### src/rtl/tcc_regs.svh
// Register indices, field positions and reset values of the timer core
`ifndef TCC_REGS_SVH
`define TCC_REGS_SVH

// Register indices; the byte address is four times the index
`define TCC_IDX_CTRL 6'h0E
`define TCC_IDX_CNTH 6'h0F
`define TCC_IDX_CNTL 6'h10
`define TCC_IDX_MODH 6'h11
`define TCC_IDX_MODL 6'h12

// Control and status fields
`define TCC_BIT_OVF 7
`define TCC_BIT_OIE 6
`define TCC_BIT_HALT 5
`define TCC_BIT_CLR 4
`define TCC_PS_HI 2
`define TCC_PS_LO 0

// Reset values
`define TCC_RST_PS 3'h0
`define TCC_RST_HALT 1'h1
`define TCC_RST_MOD 8'hFF
`define TCC_RST_CNT 16'h0000

// Prescaler width, enough for the divide-by-64 step
`define TCC_PRE_W 6

`endif

### src/rtl/tcc_pkg.sv
// Types shared by the timer counter core
package tcc_pkg;

  typedef logic [15:0] tcc_count_t;
  typedef logic [7:0] tcc_byte_t;

  typedef enum logic [2:0] {
    tcc_div1 = 3'h0,
    tcc_div2 = 3'h1,
    tcc_div4 = 3'h2,
    tcc_div8 = 3'h3,
    tcc_div16 = 3'h4,
    tcc_div32 = 3'h5,
    tcc_div64 = 3'h6,
    tcc_ext = 3'h7
  } tcc_clk_sel_e;

endpackage

### src/rtl/tcc_core.sv
// Sixteen-bit timer counter core with prescaler, modulo and APB registers
//
// What this block does
// [RQ1] Divider select 111 clocks the counter from the external timer pin.
// [RQ2] Codes 000-110 divide the bus clock by 1..64; reset selects 000.
// [RQ3] The external clock stays at most 4 MHz and half the bus clock.
// [RQ4] With the external clock selected the pin is forced to an input.
// [RQ5] Counter reads as high and low byte, read-only, zero after reset.
// [RQ6] High-byte read latches the low byte until the low byte is read.
// [RQ7] After a high-byte read in break, software reads the low byte too.
// [RQ8] At the modulo value the flag sets; next tick restarts from zero.
// [RQ9] Modulo high write suppresses flag and interrupt until low write.
// [RQ10] Modulo bytes are read/write and reset to all ones.
// [RQ11] Software clears the counter before writing a new modulo value.
// [RQ12] Flag clears by read-while-set then write zero; new overflow wins.
// [RQ13] Writing one to the flag does nothing; reset clears it.
// [RQ14] Interrupt enable raises a request while the flag is set.
// [RQ15] Halt bit freezes the counter; reset sets it.
// [RQ16] Halt blocks input captures on capture channels.
// [RQ17] Software keeps halt clear in wait mode if wake-up is needed.
// [RQ18] Clear bit zeroes counter and prescaler; self-clears, reads zero.
// [RQ19] Halt and clear written together stop the counter at zero.
// [RQ20] Debug break stops the counter and suppresses captures.
// [RQ21] Unhalted and out of break, the counter steps once per selected clock pulse.
`timescale 1ns/10ps
`include "tcc_regs.svh"

module tcc_core
  import tcc_pkg::*;
(
  input wire logic pclk, // Bus clock, 40 MHz
  input wire logic presetn, // Asynchronous reset, active low
  input wire logic psel, // APB select
  input wire logic penable, // APB access phase
  input wire logic pwrite, // APB direction, high for write
  input wire logic [7:0] paddr, // APB byte address
  input wire logic [31:0] pwdata, // APB write data
  output logic [31:0] prdata, // APB read data
  output logic pready, // APB ready
  output logic pslverr, // APB error on unmapped address
  input wire logic ext_timer_clock_pin, // External clock pin, async
  input wire logic break_state, // Debug break, same clock domain
  output logic ext_pin_force_input, // Pin held as input
  output logic overflow_irq, // Overflow interrupt request
  output logic overflow_pulse, // One-cycle overflow event
  output tcc_count_t counter_value, // Counter value for channels
  output logic counter_halt_out, // Halt state for channels
  output logic capture_block // Input captures inhibited
);

  // ==========================================================
  // Register state
  // ==========================================================
  logic overflow_flag;
  logic overflow_irq_enable;
  logic counter_halt;
  tcc_clk_sel_e clock_divider_select;
  tcc_byte_t modulo_hi;
  tcc_byte_t modulo_lo;
  logic modulo_pending;
  tcc_count_t count;
  tcc_byte_t low_hold;
  logic low_held;
  logic clear_armed;
  logic [`TCC_PRE_W-1:0] prescale;

  // ==========================================================
  // Bus decode
  // ==========================================================
  logic setup_phase;
  logic write_done;
  logic word_ok;
  logic hit_ctrl;
  logic hit_cnth;
  logic hit_cntl;
  logic hit_modh;
  logic hit_modl;
  logic mapped;

  assign setup_phase = psel && !penable;
  assign write_done = psel && penable && pready && pwrite;
  assign word_ok = (paddr[1:0] == 2'h0);
  assign hit_ctrl = word_ok && (paddr[7:2] == `TCC_IDX_CTRL);
  assign hit_cnth = word_ok && (paddr[7:2] == `TCC_IDX_CNTH);
  assign hit_cntl = word_ok && (paddr[7:2] == `TCC_IDX_CNTL);
  assign hit_modh = word_ok && (paddr[7:2] == `TCC_IDX_MODH);
  assign hit_modl = word_ok && (paddr[7:2] == `TCC_IDX_MODL);
  assign mapped = hit_ctrl || hit_cnth || hit_cntl || hit_modh || hit_modl;

  // Reads take their side effects at the setup edge, where the data is
  // sampled, so the latched low byte matches the high byte returned.
  logic rd_ctrl;
  logic rd_cnth;
  logic rd_cntl;

  assign rd_ctrl = setup_phase && !pwrite && hit_ctrl;
  assign rd_cnth = setup_phase && !pwrite && hit_cnth;
  assign rd_cntl = setup_phase && !pwrite && hit_cntl;

  logic wr_ctrl;
  logic wr_modh;
  logic wr_modl;
  logic clear_req;

  assign wr_ctrl = write_done && hit_ctrl;
  assign wr_modh = write_done && hit_modh;
  assign wr_modl = write_done && hit_modl;
  // [RQ18] Counter clear request
  assign clear_req = wr_ctrl && pwdata[`TCC_BIT_CLR];

  // ==========================================================
  // External clock pin synchroniser and edge detect
  // ==========================================================
  logic ext_meta;
  logic ext_sync;
  logic ext_last;
  logic ext_rise;

  always_ff @(posedge pclk or negedge presetn) begin
    if (!presetn) begin
      ext_meta <= 1'b0;
      ext_sync <= 1'b0;
      ext_last <= 1'b0;
    end else begin
      ext_meta <= ext_timer_clock_pin;
      ext_sync <= ext_meta;
      ext_last <= ext_sync;
    end
  end

  assign ext_rise = ext_sync && !ext_last;

  // ==========================================================
  // Prescaler and timer clock select
  // ==========================================================
  logic running;
  logic [`TCC_PRE_W-1:0] pre_mask;
  logic tick;

  // [RQ15] Halt and break freeze the count
  assign running = !counter_halt && !break_state;

  always_comb begin
    case (clock_divider_select)
      tcc_div1: pre_mask = 6'h00;
      tcc_div2: pre_mask = 6'h01;
      tcc_div4: pre_mask = 6'h03;
      tcc_div8: pre_mask = 6'h07;
      tcc_div16: pre_mask = 6'h0F;
      tcc_div32: pre_mask = 6'h1F;
      tcc_div64: pre_mask = 6'h3F;
      default: pre_mask = 6'h00;
    endcase
  end

  always_comb begin
    tick = 1'b0;
    if (running) begin
      // [RQ1] External pin as timer clock
      if (clock_divider_select == tcc_ext) begin
        tick = ext_rise;
      end else begin
        // [RQ2] Bus clock divided by prescaler
        tick = ((prescale & pre_mask) == pre_mask);
      end
    end
  end

  // [RQ21] Prescaler runs from the bus clock
  always_ff @(posedge pclk or negedge presetn) begin
    if (!presetn) begin
      prescale <= '0;
    end else if (clear_req) begin
      prescale <= '0;
    end else if (running) begin
      prescale <= prescale + 1'b1;
    end
  end

  // ==========================================================
  // Counter and overflow event
  // ==========================================================
  tcc_count_t modulo;
  tcc_count_t next_count;
  logic ovf_event;

  assign modulo = {modulo_hi, modulo_lo};

  always_comb begin
    next_count = count;
    if (tick) begin
      // [RQ8] Restart from zero after the modulo value
      if (count == modulo) begin
        next_count = 16'h0000;
      end else begin
        next_count = count + 16'h0001;
      end
    end
  end

  // [RQ9] Overflow suppressed while modulo write is pending
  assign ovf_event = tick && (next_count == modulo) && !modulo_pending;

  always_ff @(posedge pclk or negedge presetn) begin
    if (!presetn) begin
      count <= `TCC_RST_CNT;
    end else if (clear_req) begin
      // [RQ19] Clear wins; with halt set the count stays zero
      count <= 16'h0000;
    end else begin
      // [RQ21] One step per timer clock
      count <= next_count;
    end
  end

  // ==========================================================
  // Control and status register
  // ==========================================================
  always_ff @(posedge pclk or negedge presetn) begin
    if (!presetn) begin
      overflow_irq_enable <= 1'b0;
      counter_halt <= `TCC_RST_HALT;
      clock_divider_select <= tcc_clk_sel_e'(`TCC_RST_PS);
    end else if (wr_ctrl) begin
      // [RQ14] Enable bit
      overflow_irq_enable <= pwdata[`TCC_BIT_OIE];
      // [RQ15] Halt bit
      counter_halt <= pwdata[`TCC_BIT_HALT];
      clock_divider_select <=
        tcc_clk_sel_e'(pwdata[`TCC_PS_HI:`TCC_PS_LO]);
    end
  end

  // Two-step clear: armed by a read that sees the flag set
  always_ff @(posedge pclk or negedge presetn) begin
    if (!presetn) begin
      clear_armed <= 1'b0;
    end else if (ovf_event || wr_ctrl) begin
      // [RQ12] A new overflow or any control register write disarms
      clear_armed <= 1'b0;
    end else if (rd_ctrl && overflow_flag) begin
      clear_armed <= 1'b1;
    end
  end

  always_ff @(posedge pclk or negedge presetn) begin
    if (!presetn) begin
      overflow_flag <= 1'b0;
    end else if (ovf_event) begin
      // [RQ8] Set wins over a clear in the same cycle
      overflow_flag <= 1'b1;
    end else if (wr_ctrl && clear_armed && !pwdata[`TCC_BIT_OVF]) begin
      // [RQ12] Zero write after armed read clears
      overflow_flag <= 1'b0;
    end
    // [RQ13] Writing one leaves the flag as it is
  end

  // ==========================================================
  // Modulo registers
  // ==========================================================
  always_ff @(posedge pclk or negedge presetn) begin
    if (!presetn) begin
      modulo_hi <= `TCC_RST_MOD;
      modulo_lo <= `TCC_RST_MOD;
    end else begin
      // [RQ10] Both modulo bytes writable
      if (wr_modh) begin
        modulo_hi <= pwdata[7:0];
      end
      if (wr_modl) begin
        modulo_lo <= pwdata[7:0];
      end
    end
  end

  // [RQ9] High write opens a window closed by the low write
  always_ff @(posedge pclk or negedge presetn) begin
    if (!presetn) begin
      modulo_pending <= 1'b0;
    end else if (wr_modl) begin
      modulo_pending <= 1'b0;
    end else if (wr_modh) begin
      modulo_pending <= 1'b1;
    end
  end

  // ==========================================================
  // Counter low-byte latch
  // ==========================================================
  always_ff @(posedge pclk or negedge presetn) begin
    if (!presetn) begin
      low_hold <= 8'h00;
      low_held <= 1'b0;
    end else if (rd_cntl) begin
      // [RQ6] Low-byte read releases the latch
      low_held <= 1'b0;
    end else if (rd_cnth && !low_held) begin
      // [RQ6] First high-byte read captures the low byte
      low_hold <= count[7:0];
      low_held <= 1'b1;
    end
  end

  // ==========================================================
  // Read data mux
  // ==========================================================
  tcc_byte_t ctrl_view;
  tcc_byte_t rd_byte;

  // [RQ18] Clear bit and reserved bit read as zero
  assign ctrl_view = {overflow_flag, overflow_irq_enable, counter_halt,
                      2'b00, clock_divider_select};

  always_comb begin
    rd_byte = 8'h00;
    if (hit_ctrl) begin
      rd_byte = ctrl_view;
    end else if (hit_cnth) begin
      // [RQ5] Counter high byte
      rd_byte = count[15:8];
    end else if (hit_cntl) begin
      // [RQ7] Held value returned until released
      rd_byte = low_held ? low_hold : count[7:0];
    end else if (hit_modh) begin
      rd_byte = modulo_hi;
    end else if (hit_modl) begin
      rd_byte = modulo_lo;
    end
  end

  // ==========================================================
  // APB answer: one wait-free access phase
  // ==========================================================
  always_ff @(posedge pclk or negedge presetn) begin
    if (!presetn) begin
      pready <= 1'b0;
      pslverr <= 1'b0;
      prdata <= 32'h0000_0000;
    end else if (setup_phase) begin
      pready <= 1'b1;
      pslverr <= !mapped;
      prdata <= pwrite ? 32'h0000_0000 : {24'h000000, rd_byte};
    end else begin
      pready <= 1'b0;
      pslverr <= 1'b0;
    end
  end

  // ==========================================================
  // Outputs to pins and channels
  // ==========================================================
  always_ff @(posedge pclk or negedge presetn) begin
    if (!presetn) begin
      ext_pin_force_input <= 1'b0;
      overflow_irq <= 1'b0;
      overflow_pulse <= 1'b0;
      counter_value <= `TCC_RST_CNT;
      counter_halt_out <= `TCC_RST_HALT;
      capture_block <= 1'b1;
    end else begin
      // [RQ4] Pin forced to input under external clock
      ext_pin_force_input <= (clock_divider_select == tcc_ext);
      // [RQ14] Request follows enabled flag
      overflow_irq <= overflow_irq_enable && overflow_flag &&
                      !(modulo_pending && !ovf_event);
      overflow_pulse <= ovf_event;
      counter_value <= count;
      counter_halt_out <= counter_halt;
      // [RQ16] [RQ20] Captures blocked by halt or break
      capture_block <= counter_halt || break_state;
    end
  end

endmodule

### config.mk
export PLATFORM = sky130hd
export DESIGN_NAME = tcc_core
export DESIGN_NICKNAME = d
export VERILOG_FILES = /design/src/rtl/tcc_pkg.sv /design/src/rtl/tcc_core.sv
export VERILOG_INCLUDE_DIRS = /design/src /design/src/rtl
export SDC_FILE = /design/constraint.sdc
export NUM_CORES = 1
export LEC_CHECK = 0
export ABC_AREA = 1
export BUFFER_PORTS_ARGS = -buffer_cell sky130_fd_sc_hd__buf_2
export CORE_MARGIN = 8
export CORE_UTILIZATION = 55
export CTS_CLUSTER_DIAMETER = 100
export DETAILED_ROUTE_END_ITERATION = 8
export PLACE_DENSITY = 0.8
export SYNTH_ARGS = -nofsm -noshare
export SYNTH_HDL_FRONTEND = slang
export SYNTH_SLANG_ARGS = --single-unit
### constraint.sdc
create_clock -name pclk -period 2.12 [get_ports pclk]
set_clock_uncertainty 0.1 [all_clocks]
set_input_delay 0 -clock pclk [delete_from_list [all_inputs] [get_ports pclk]]
set_output_delay 0 -clock pclk [all_outputs]
set_load 0.01 [all_outputs]
== Word level (Yosys, flattened, before mapping) ==
Cells that the tools add are included.

* Add/subtract/negate cells: 2
* Multiply operators: 0
* Divide/modulo/power cells: 0
* Order comparisons: 0
* Eq/ne operators: 15
* Shift-type cells: 0
* Mux-type cells: 25
* Bitwise gates (word level): 2
* Reductions and logical operators: 52

{| class="wikitable"
|+ Operators by type and width
! operator !! count
|-
| 8-bit two-way mux || 7
|-
| 16-bit two-way mux || 3
|-
| 6-bit case mux with 6 select lines || 1
|-
| 16-bit == test || 2
|-
| 1-bit logical AND || 28
|-
| 6-bit by 5-bit == test with 1-bit output (second input constant) || 3
|-
| 16-bit by 1-bit adder with 16-bit output (second input constant) || 1
|-
| 3-bit == test (second input constant) || 4
|-
| 6-bit by 4-bit == test with 1-bit output (second input constant) || 2
|-
| 1-bit two-way mux || 12
|-
| 6-bit two-way mux || 2
|-
| 1-bit logical NOT || 11
|-
| 2-bit nonzero test || 5
|-
| 6-bit by 1-bit adder with 6-bit output (second input constant) || 1
|-
| 6-bit AND || 1
|-
| 3-bit by 2-bit == test with 1-bit output (second input constant) || 2
|-
| 6-bit == test || 1
|-
| 1-bit logical OR || 6
|-
| 3-bit by 1-bit == test with 1-bit output (second input constant) || 1
|-
| 2-bit logical NOT || 1
|-
| 2-bit AND reduction || 1
|-
| 1-bit inverter || 1
|}

* Bits in registers: 113
* Latch bits: 0
* RAM bits: 0
* Bits in read-only memories: 0
* Input port bits: 47
* Output and inout bits: 55
* Word-level logic and storage cells: 120
* Memories kept: 0

== Logic depth before layout (Yosys ltp) ==
* Depth after elaboration: 14
* Mapped depth: 18
* Mapped depth without buffers: 17

== Least setup slack after synthesis ==
OpenSTA, ideal clock, no wires.

* Kind: register to register
* Start point: register count[1]
* End point: register clear_armed
* Setup time: 0.123 ns
* Data arrival time: 1.705 ns
* Data required time: 1.897 ns
* Slack: 0.192 ns
* Cell stages (with the launch flop): 16
* Path buffers: 0
* Period minus slack after synthesis: 1.928 ns
* Cells stage by stage: dfrtp_1 ha_1 nand2_1 nor2_1 nand2_1 xor2_1 inv_1 nand2_1 nand2_1 nand2_1 nand2_1 nand3_1 nor2_1 nand2_1 nor2_2 a21oi_1

* Cells in the longest elaborated chain, start to end: 8
* Elaborated cells on any way between the ends: 10
* Those cells by class: add/sub (1); eq/ne (2); mux (3); reduce/logical (4)

{| class="wikitable"
|+ RTL lines
! item !! RTL line !! RTL
|-
| from (decl) || tcc_core.sv:61 || <nowiki>tcc_count_t count;</nowiki>
|-
| from (signal assigned) || tcc_core.sv:206 || <nowiki>count <= `TCC_RST_CNT;</nowiki>
|-
| from (signal assigned) || tcc_core.sv:212 || <nowiki>count <= next_count;</nowiki>
|-
| 16-bit by 1-bit adder with 16-bit output or 16-bit == test (tied branches) || tcc_core.sv:196, tcc_core.sv:193 ||
|-
| 16-bit two-way mux || tcc_core.sv:193 || <nowiki>if (count == modulo) begin</nowiki>
|-
| 16-bit two-way mux (*) || tcc_core.sv:191 || <nowiki>if (tick) begin</nowiki>
|-
| 16-bit == test (*) || tcc_core.sv:202 || <nowiki>assign ovf_event = tick && (next_count == modulo) && !modulo_pending;</nowiki>
|-
| 1-bit logical AND (*) (2 in a row) || tcc_core.sv:202 ||
|-
| 1-bit logical OR (*) || tcc_core.sv:238 || <nowiki>end else if (ovf_event || wr_ctrl) begin</nowiki>
|-
| 1-bit two-way mux or 2-bit nonzero test (tied branches) || -- ||
|-
| to (signal assigned) || tcc_core.sv:237 || <nowiki>clear_armed <= 1'b0;</nowiki>
|-
| to (signal assigned) || tcc_core.sv:240 || <nowiki>clear_armed <= 1'b0;</nowiki>
|-
| to (signal assigned) || tcc_core.sv:242 || <nowiki>clear_armed <= 1'b1;</nowiki>
|-
| to (decl) || tcc_core.sv:64 || <nowiki>logic clear_armed;</nowiki>
|}

Every way passes the cells marked *; elsewhere a longest branch is shown, timed or not.
A chain may end at the register's enable or synchronous reset.

== Worst setup path after layout ==
* Start point: register modulo_hi[3]
* End point: register overflow_pulse

* Cells in the longest elaborated chain, start to end: 6

{| class="wikitable"
|+ RTL lines
! item !! RTL line !! RTL
|-
| from (decl) || tcc_core.sv:58 || <nowiki>tcc_byte_t modulo_hi;</nowiki>
|-
| from (signal assigned) || tcc_core.sv:264 || <nowiki>modulo_hi <= `TCC_RST_MOD;</nowiki>
|-
| from (signal assigned) || tcc_core.sv:269 || <nowiki>modulo_hi <= pwdata[7:0];</nowiki>
|-
| 16-bit == test || tcc_core.sv:193 ||
|-
| 16-bit two-way mux || tcc_core.sv:193 ||
|-
| 16-bit two-way mux || tcc_core.sv:191 ||
|-
| 16-bit == test (*) || tcc_core.sv:202 ||
|-
| 1-bit logical AND (*) (2 in a row) || tcc_core.sv:202 ||
|-
| named net ovf_event || tcc_core.sv:185 || <nowiki>logic ovf_event;</nowiki>
|-
| to (signal assigned) || tcc_core.sv:367 || <nowiki>overflow_pulse <= ovf_event;</nowiki>
|-
| to (decl) || tcc_core.sv:45 || <nowiki>output logic overflow_pulse,</nowiki>
|}

Mark *: on every way through the listed nets, which the timed path passes. The rest lies on a longest branch.

==> results.sh <==
export IMPL_drt_wirelength_per_cell_um=15.85
export IMPL_grt_start_max_net_pins=39
export IMPL_met2_usage_pct=37.61
export IMPL_synth_top_family_by_area="simple AND/OR/NAND/NOR gates"
export IMPL_timing_rr_start="modulo_hi[3]"
export IMPL_antenna_found_initial=1
export IMPL_synth_compound_area_share_pct=9.985
export IMPL_layout_drive_gt1_share_pct=34.04
export IMPL_dp_slack_ns=-0.2048
export IMPL_core_area_um2=8763
export IMPL_yosysSeqAreaShare_pct=45.13
export IMPL_cp_start_kind="register"
export IMPL_postRouteAntennaNets=0
export IMPL_synth_top_area_cell="dfrtp_1"
export IMPL_finalMaxSlewViolations=0
export IMPL_synthTopCellsByArea="dfrtp_1, nand2_1, dfstp_2"
export IMPL_track_usage_pct=23.49
export IMPL_period_share_pct=110.0
export IMPL_drtPass1Iterations=6
export IMPL_first_iter_violations=402
export IMPL_r2r_end="overflow_pulse"
export IMPL_hold_viol=0
export IMPL_fp_dieArea_um2=12370
export IMPL_setup_viol_count_final=3
export IMPL_cpMaxStageDelayCell="dfstp_2"
export IMPL_gp_congestion=0.9589
export IMPL_busiest_layer="met2"
export IMPL_worstPathArrival_ns=2.53
export IMPL_maxCapViolCount=0
export IMPL_dpl_hpwl_um=10960
export IMPL_wl_um=15280
export IMPL_synth_xor_area_share_pct=1.932
export IMPL_worstSetupEndpointType="register"
export IMPL_clock_sinks=89
export IMPL_slew_headroom_pct=59.27
export IMPL_cp_required_ns=2.32
export IMPL_fp_row_count=34
export IMPL_ir_worst_vdd_uv=336.2
export IMPL_yosys_area_share_simple_pct=30.88
export IMPL_grtUsageMet3_pct=5.465
export IMPL_dieHeight_um=111.2
export IMPL_setup_tns_ns=-0.5901
export IMPL_first_global_vias=4990
export IMPL_critPathBufInv=2
export IMPL_power_density_nw_per_um2=547.9
export IMPL_place_inst=921
export IMPL_via_per_inst=5.333
export IMPL_crit_chain="inv_1, nand2_1, nand2_2, nor2_4, nand2_2, nor2_4, nand2_4, nand2_2, nand2_2, nand3_1, nand3_2, nor2_1, nand2_1, nor2_4, nand2_2, inv_1"
export IMPL_cpPeakStageDelay_ns=0.57
export IMPL_crit_family="simple AND/OR/NAND/NOR gates"
export IMPL_worstSetupPathType="reg2reg"
export IMPL_port_buffers=53
export IMPL_tritoncts="done"
export IMPL_grt_util_met1_pct=28.14
export IMPL_fin_crit_ns=2.332
export IMPL_cts_made_buffers=9
export IMPL_ys_ff_latch=89
export IMPL_synthCells=678
export IMPL_failed_checks="negative setup slack"
export IMPL_clockBufferDepth=2
export IMPL_area_delta_synth_final_pct=32.56
export IMPL_clock_latency_ns=0.36
export IMPL_fin_ws_ns=-0.2117
export IMPL_htree_levels=3
export IMPL_startpoint="modulo_hi[3]"
export IMPL_rrSetupSlack_ns=-0.21
export IMPL_clkTransAtPathRegs_ns=0.10
export IMPL_fmax_mhz=428.9
export IMPL_critPathMostFrequentCell="nand2_2"
export IMPL_io_pins=102
export IMPL_grt_pass1_wl_um=23740
export IMPL_leakage_uw=0.003630
export IMPL_yosysWarnings=0
export IMPL_crit_fanout=8
export IMPL_post_route_drc_count=0
export IMPL_status="complete, but fails checks"
export IMPL_synth_top_cell_area_share_pct=35.12
export IMPL_overflow=0
export IMPL_stdcell_count=964
export IMPL_die_w_um=111.2
export IMPL_fin_nets=899
export IMPL_start_util_pct=56.91
export IMPL_syn_area_um2=4987
export IMPL_synth_fa_ha_area_share_pct=0.5018
export IMPL_rr_worst_depth=16
export IMPL_rsz0062_at_grt="true"
export IMPL_synth_cell_types=39
export IMPL_vias=5141
export IMPL_yosys_mux_area_fraction_pct=0
export IMPL_cts_root_buf="clkbuf_8"
export IMPL_avgSynthCellArea_um2=7.356
export IMPL_tightestPinTransition_ns=0.6109
export IMPL_hold_path_class="in2async"
kinds of logic (layout without fill, tap and decap cells):
kind of cell	after synthesis	count (layout)
and+or+nand+nor	366	367
buffers and inverters	122	275
DFF	89	89
AOI/OAI and AO/OA	87	87
xor gates and xnor gates	11	11
adders and majority gates	2	2
other	1	25
per-stage QoR:
| stage | instance area, um^2 | util (%) | total power, uW | hold WS, ns |
|---|---|---|---|---|
| 2_1_floorplan | 5074 | - | 2132 | -0.3956 |
| 3_3_place_gp | 5977 | 68.20 | 2304 | -0.1051 |
| 3_5_place_dp | 5977 | 68.20 | 2318 | -0.09882 |
| 4_1_cts | 6450 | 73.60 | 3580 | 0.03137 |
| 5_1_grt | 6611 | 75.44 | 3768 | 0.08763 |
| 6_report | 6611 | 75.44 | 3623 | 0.04385 |
final cells by class:
type,count,area (um^2)
diodes,1,2.502
clock buffers,10,137.6
clock inverters,6,66.31
fillers,614,2152
inverters,86,322.8
multi-input cells,491,2437
flip-flops and latches,89,2263
well taps,108,135.1
repair buffers,173,1246
what timing repair did:
item / CTS / global route
hold buffers: 16 / 0
endpoints found under the setup margin: 3 / 4
hold endpoints to repair: 104 / 0
pin swaps: 15 / 33
setup buffers: 4 / 5
gates cloned: 1 / 0
resized for setup: 23 / 47
routing by layer:
layer | routed length [um] | vias to the layer above
li1 | - | 2439
met1 | 5918 | 2359
met2 | 7197 | 272
met3 | 1337 | 71
met4 | 823 | 0
met5 | 0 | -
synth_stat cells (all sizes together):
cell type  count
a22o           2
dfrtp         70
o2111ai        3
nand3         44
nor3          10
nand4          5
o31ai          1
inv           85
buf           30
nand2        221
o221ai         1
a21oi         33
nor4           2
o22ai          1
clkinv         1
clkbuf         6
xnor2          1
or2            2
nor2          82
o211ai         3
o21ai         38
xor2          10
ha             2
a211oi         4
conb           1
dfstp         19
a31o           1
placed cells by master (no fill, tap or decap), drive strengths merged, types with 2 or more instances in the layout:
cell type and count:
nor4 2, dfrtp 70, buf 157, clkbuf 10, or2 2, inv 86, nand4 5, dlygate4sd3 16
o2111ai 3, clkinv 2, xor2 10, clkinvlp 3, ha 2, conb 24, a211oi 4, a21oi 33
o211ai 3, nor2 82, nand3 44, dfstp 19, o21ai 38, nor3 10, a22o 2, nand2 222
state kept, by name (all words and copies together), names as in the netlist, 3 cells and up:
register              count
modulo_lo                 8
low_hold                  8
prescale                  6
clock_divider_select      3
count                    16
prdata                    8
modulo_hi                 8
counter_value            16
worst max-delay path by stage:
| stage | end | slack [ns] | cells after the start |
|---|---|---|---|
| floorplan | clear_armed | 0.19 | 15 |
| global placement | overflow_flag | -0.11 | 16 |
| detailed placement | overflow_flag | -0.20 | 16 |
| CTS | overflow_flag | -0.04 | 16 |
| global route | overflow_pulse | -0.33 | 16 |
| finish | overflow_pulse | -0.21 | 16 |
power by group:
part / internal [uW] / switching, uW
registers: 1740 / 31.9
logic: 240 / 388
clock network: 579 / 645
total: 2560 / 1060
Power figures use the tool's default switching activity.
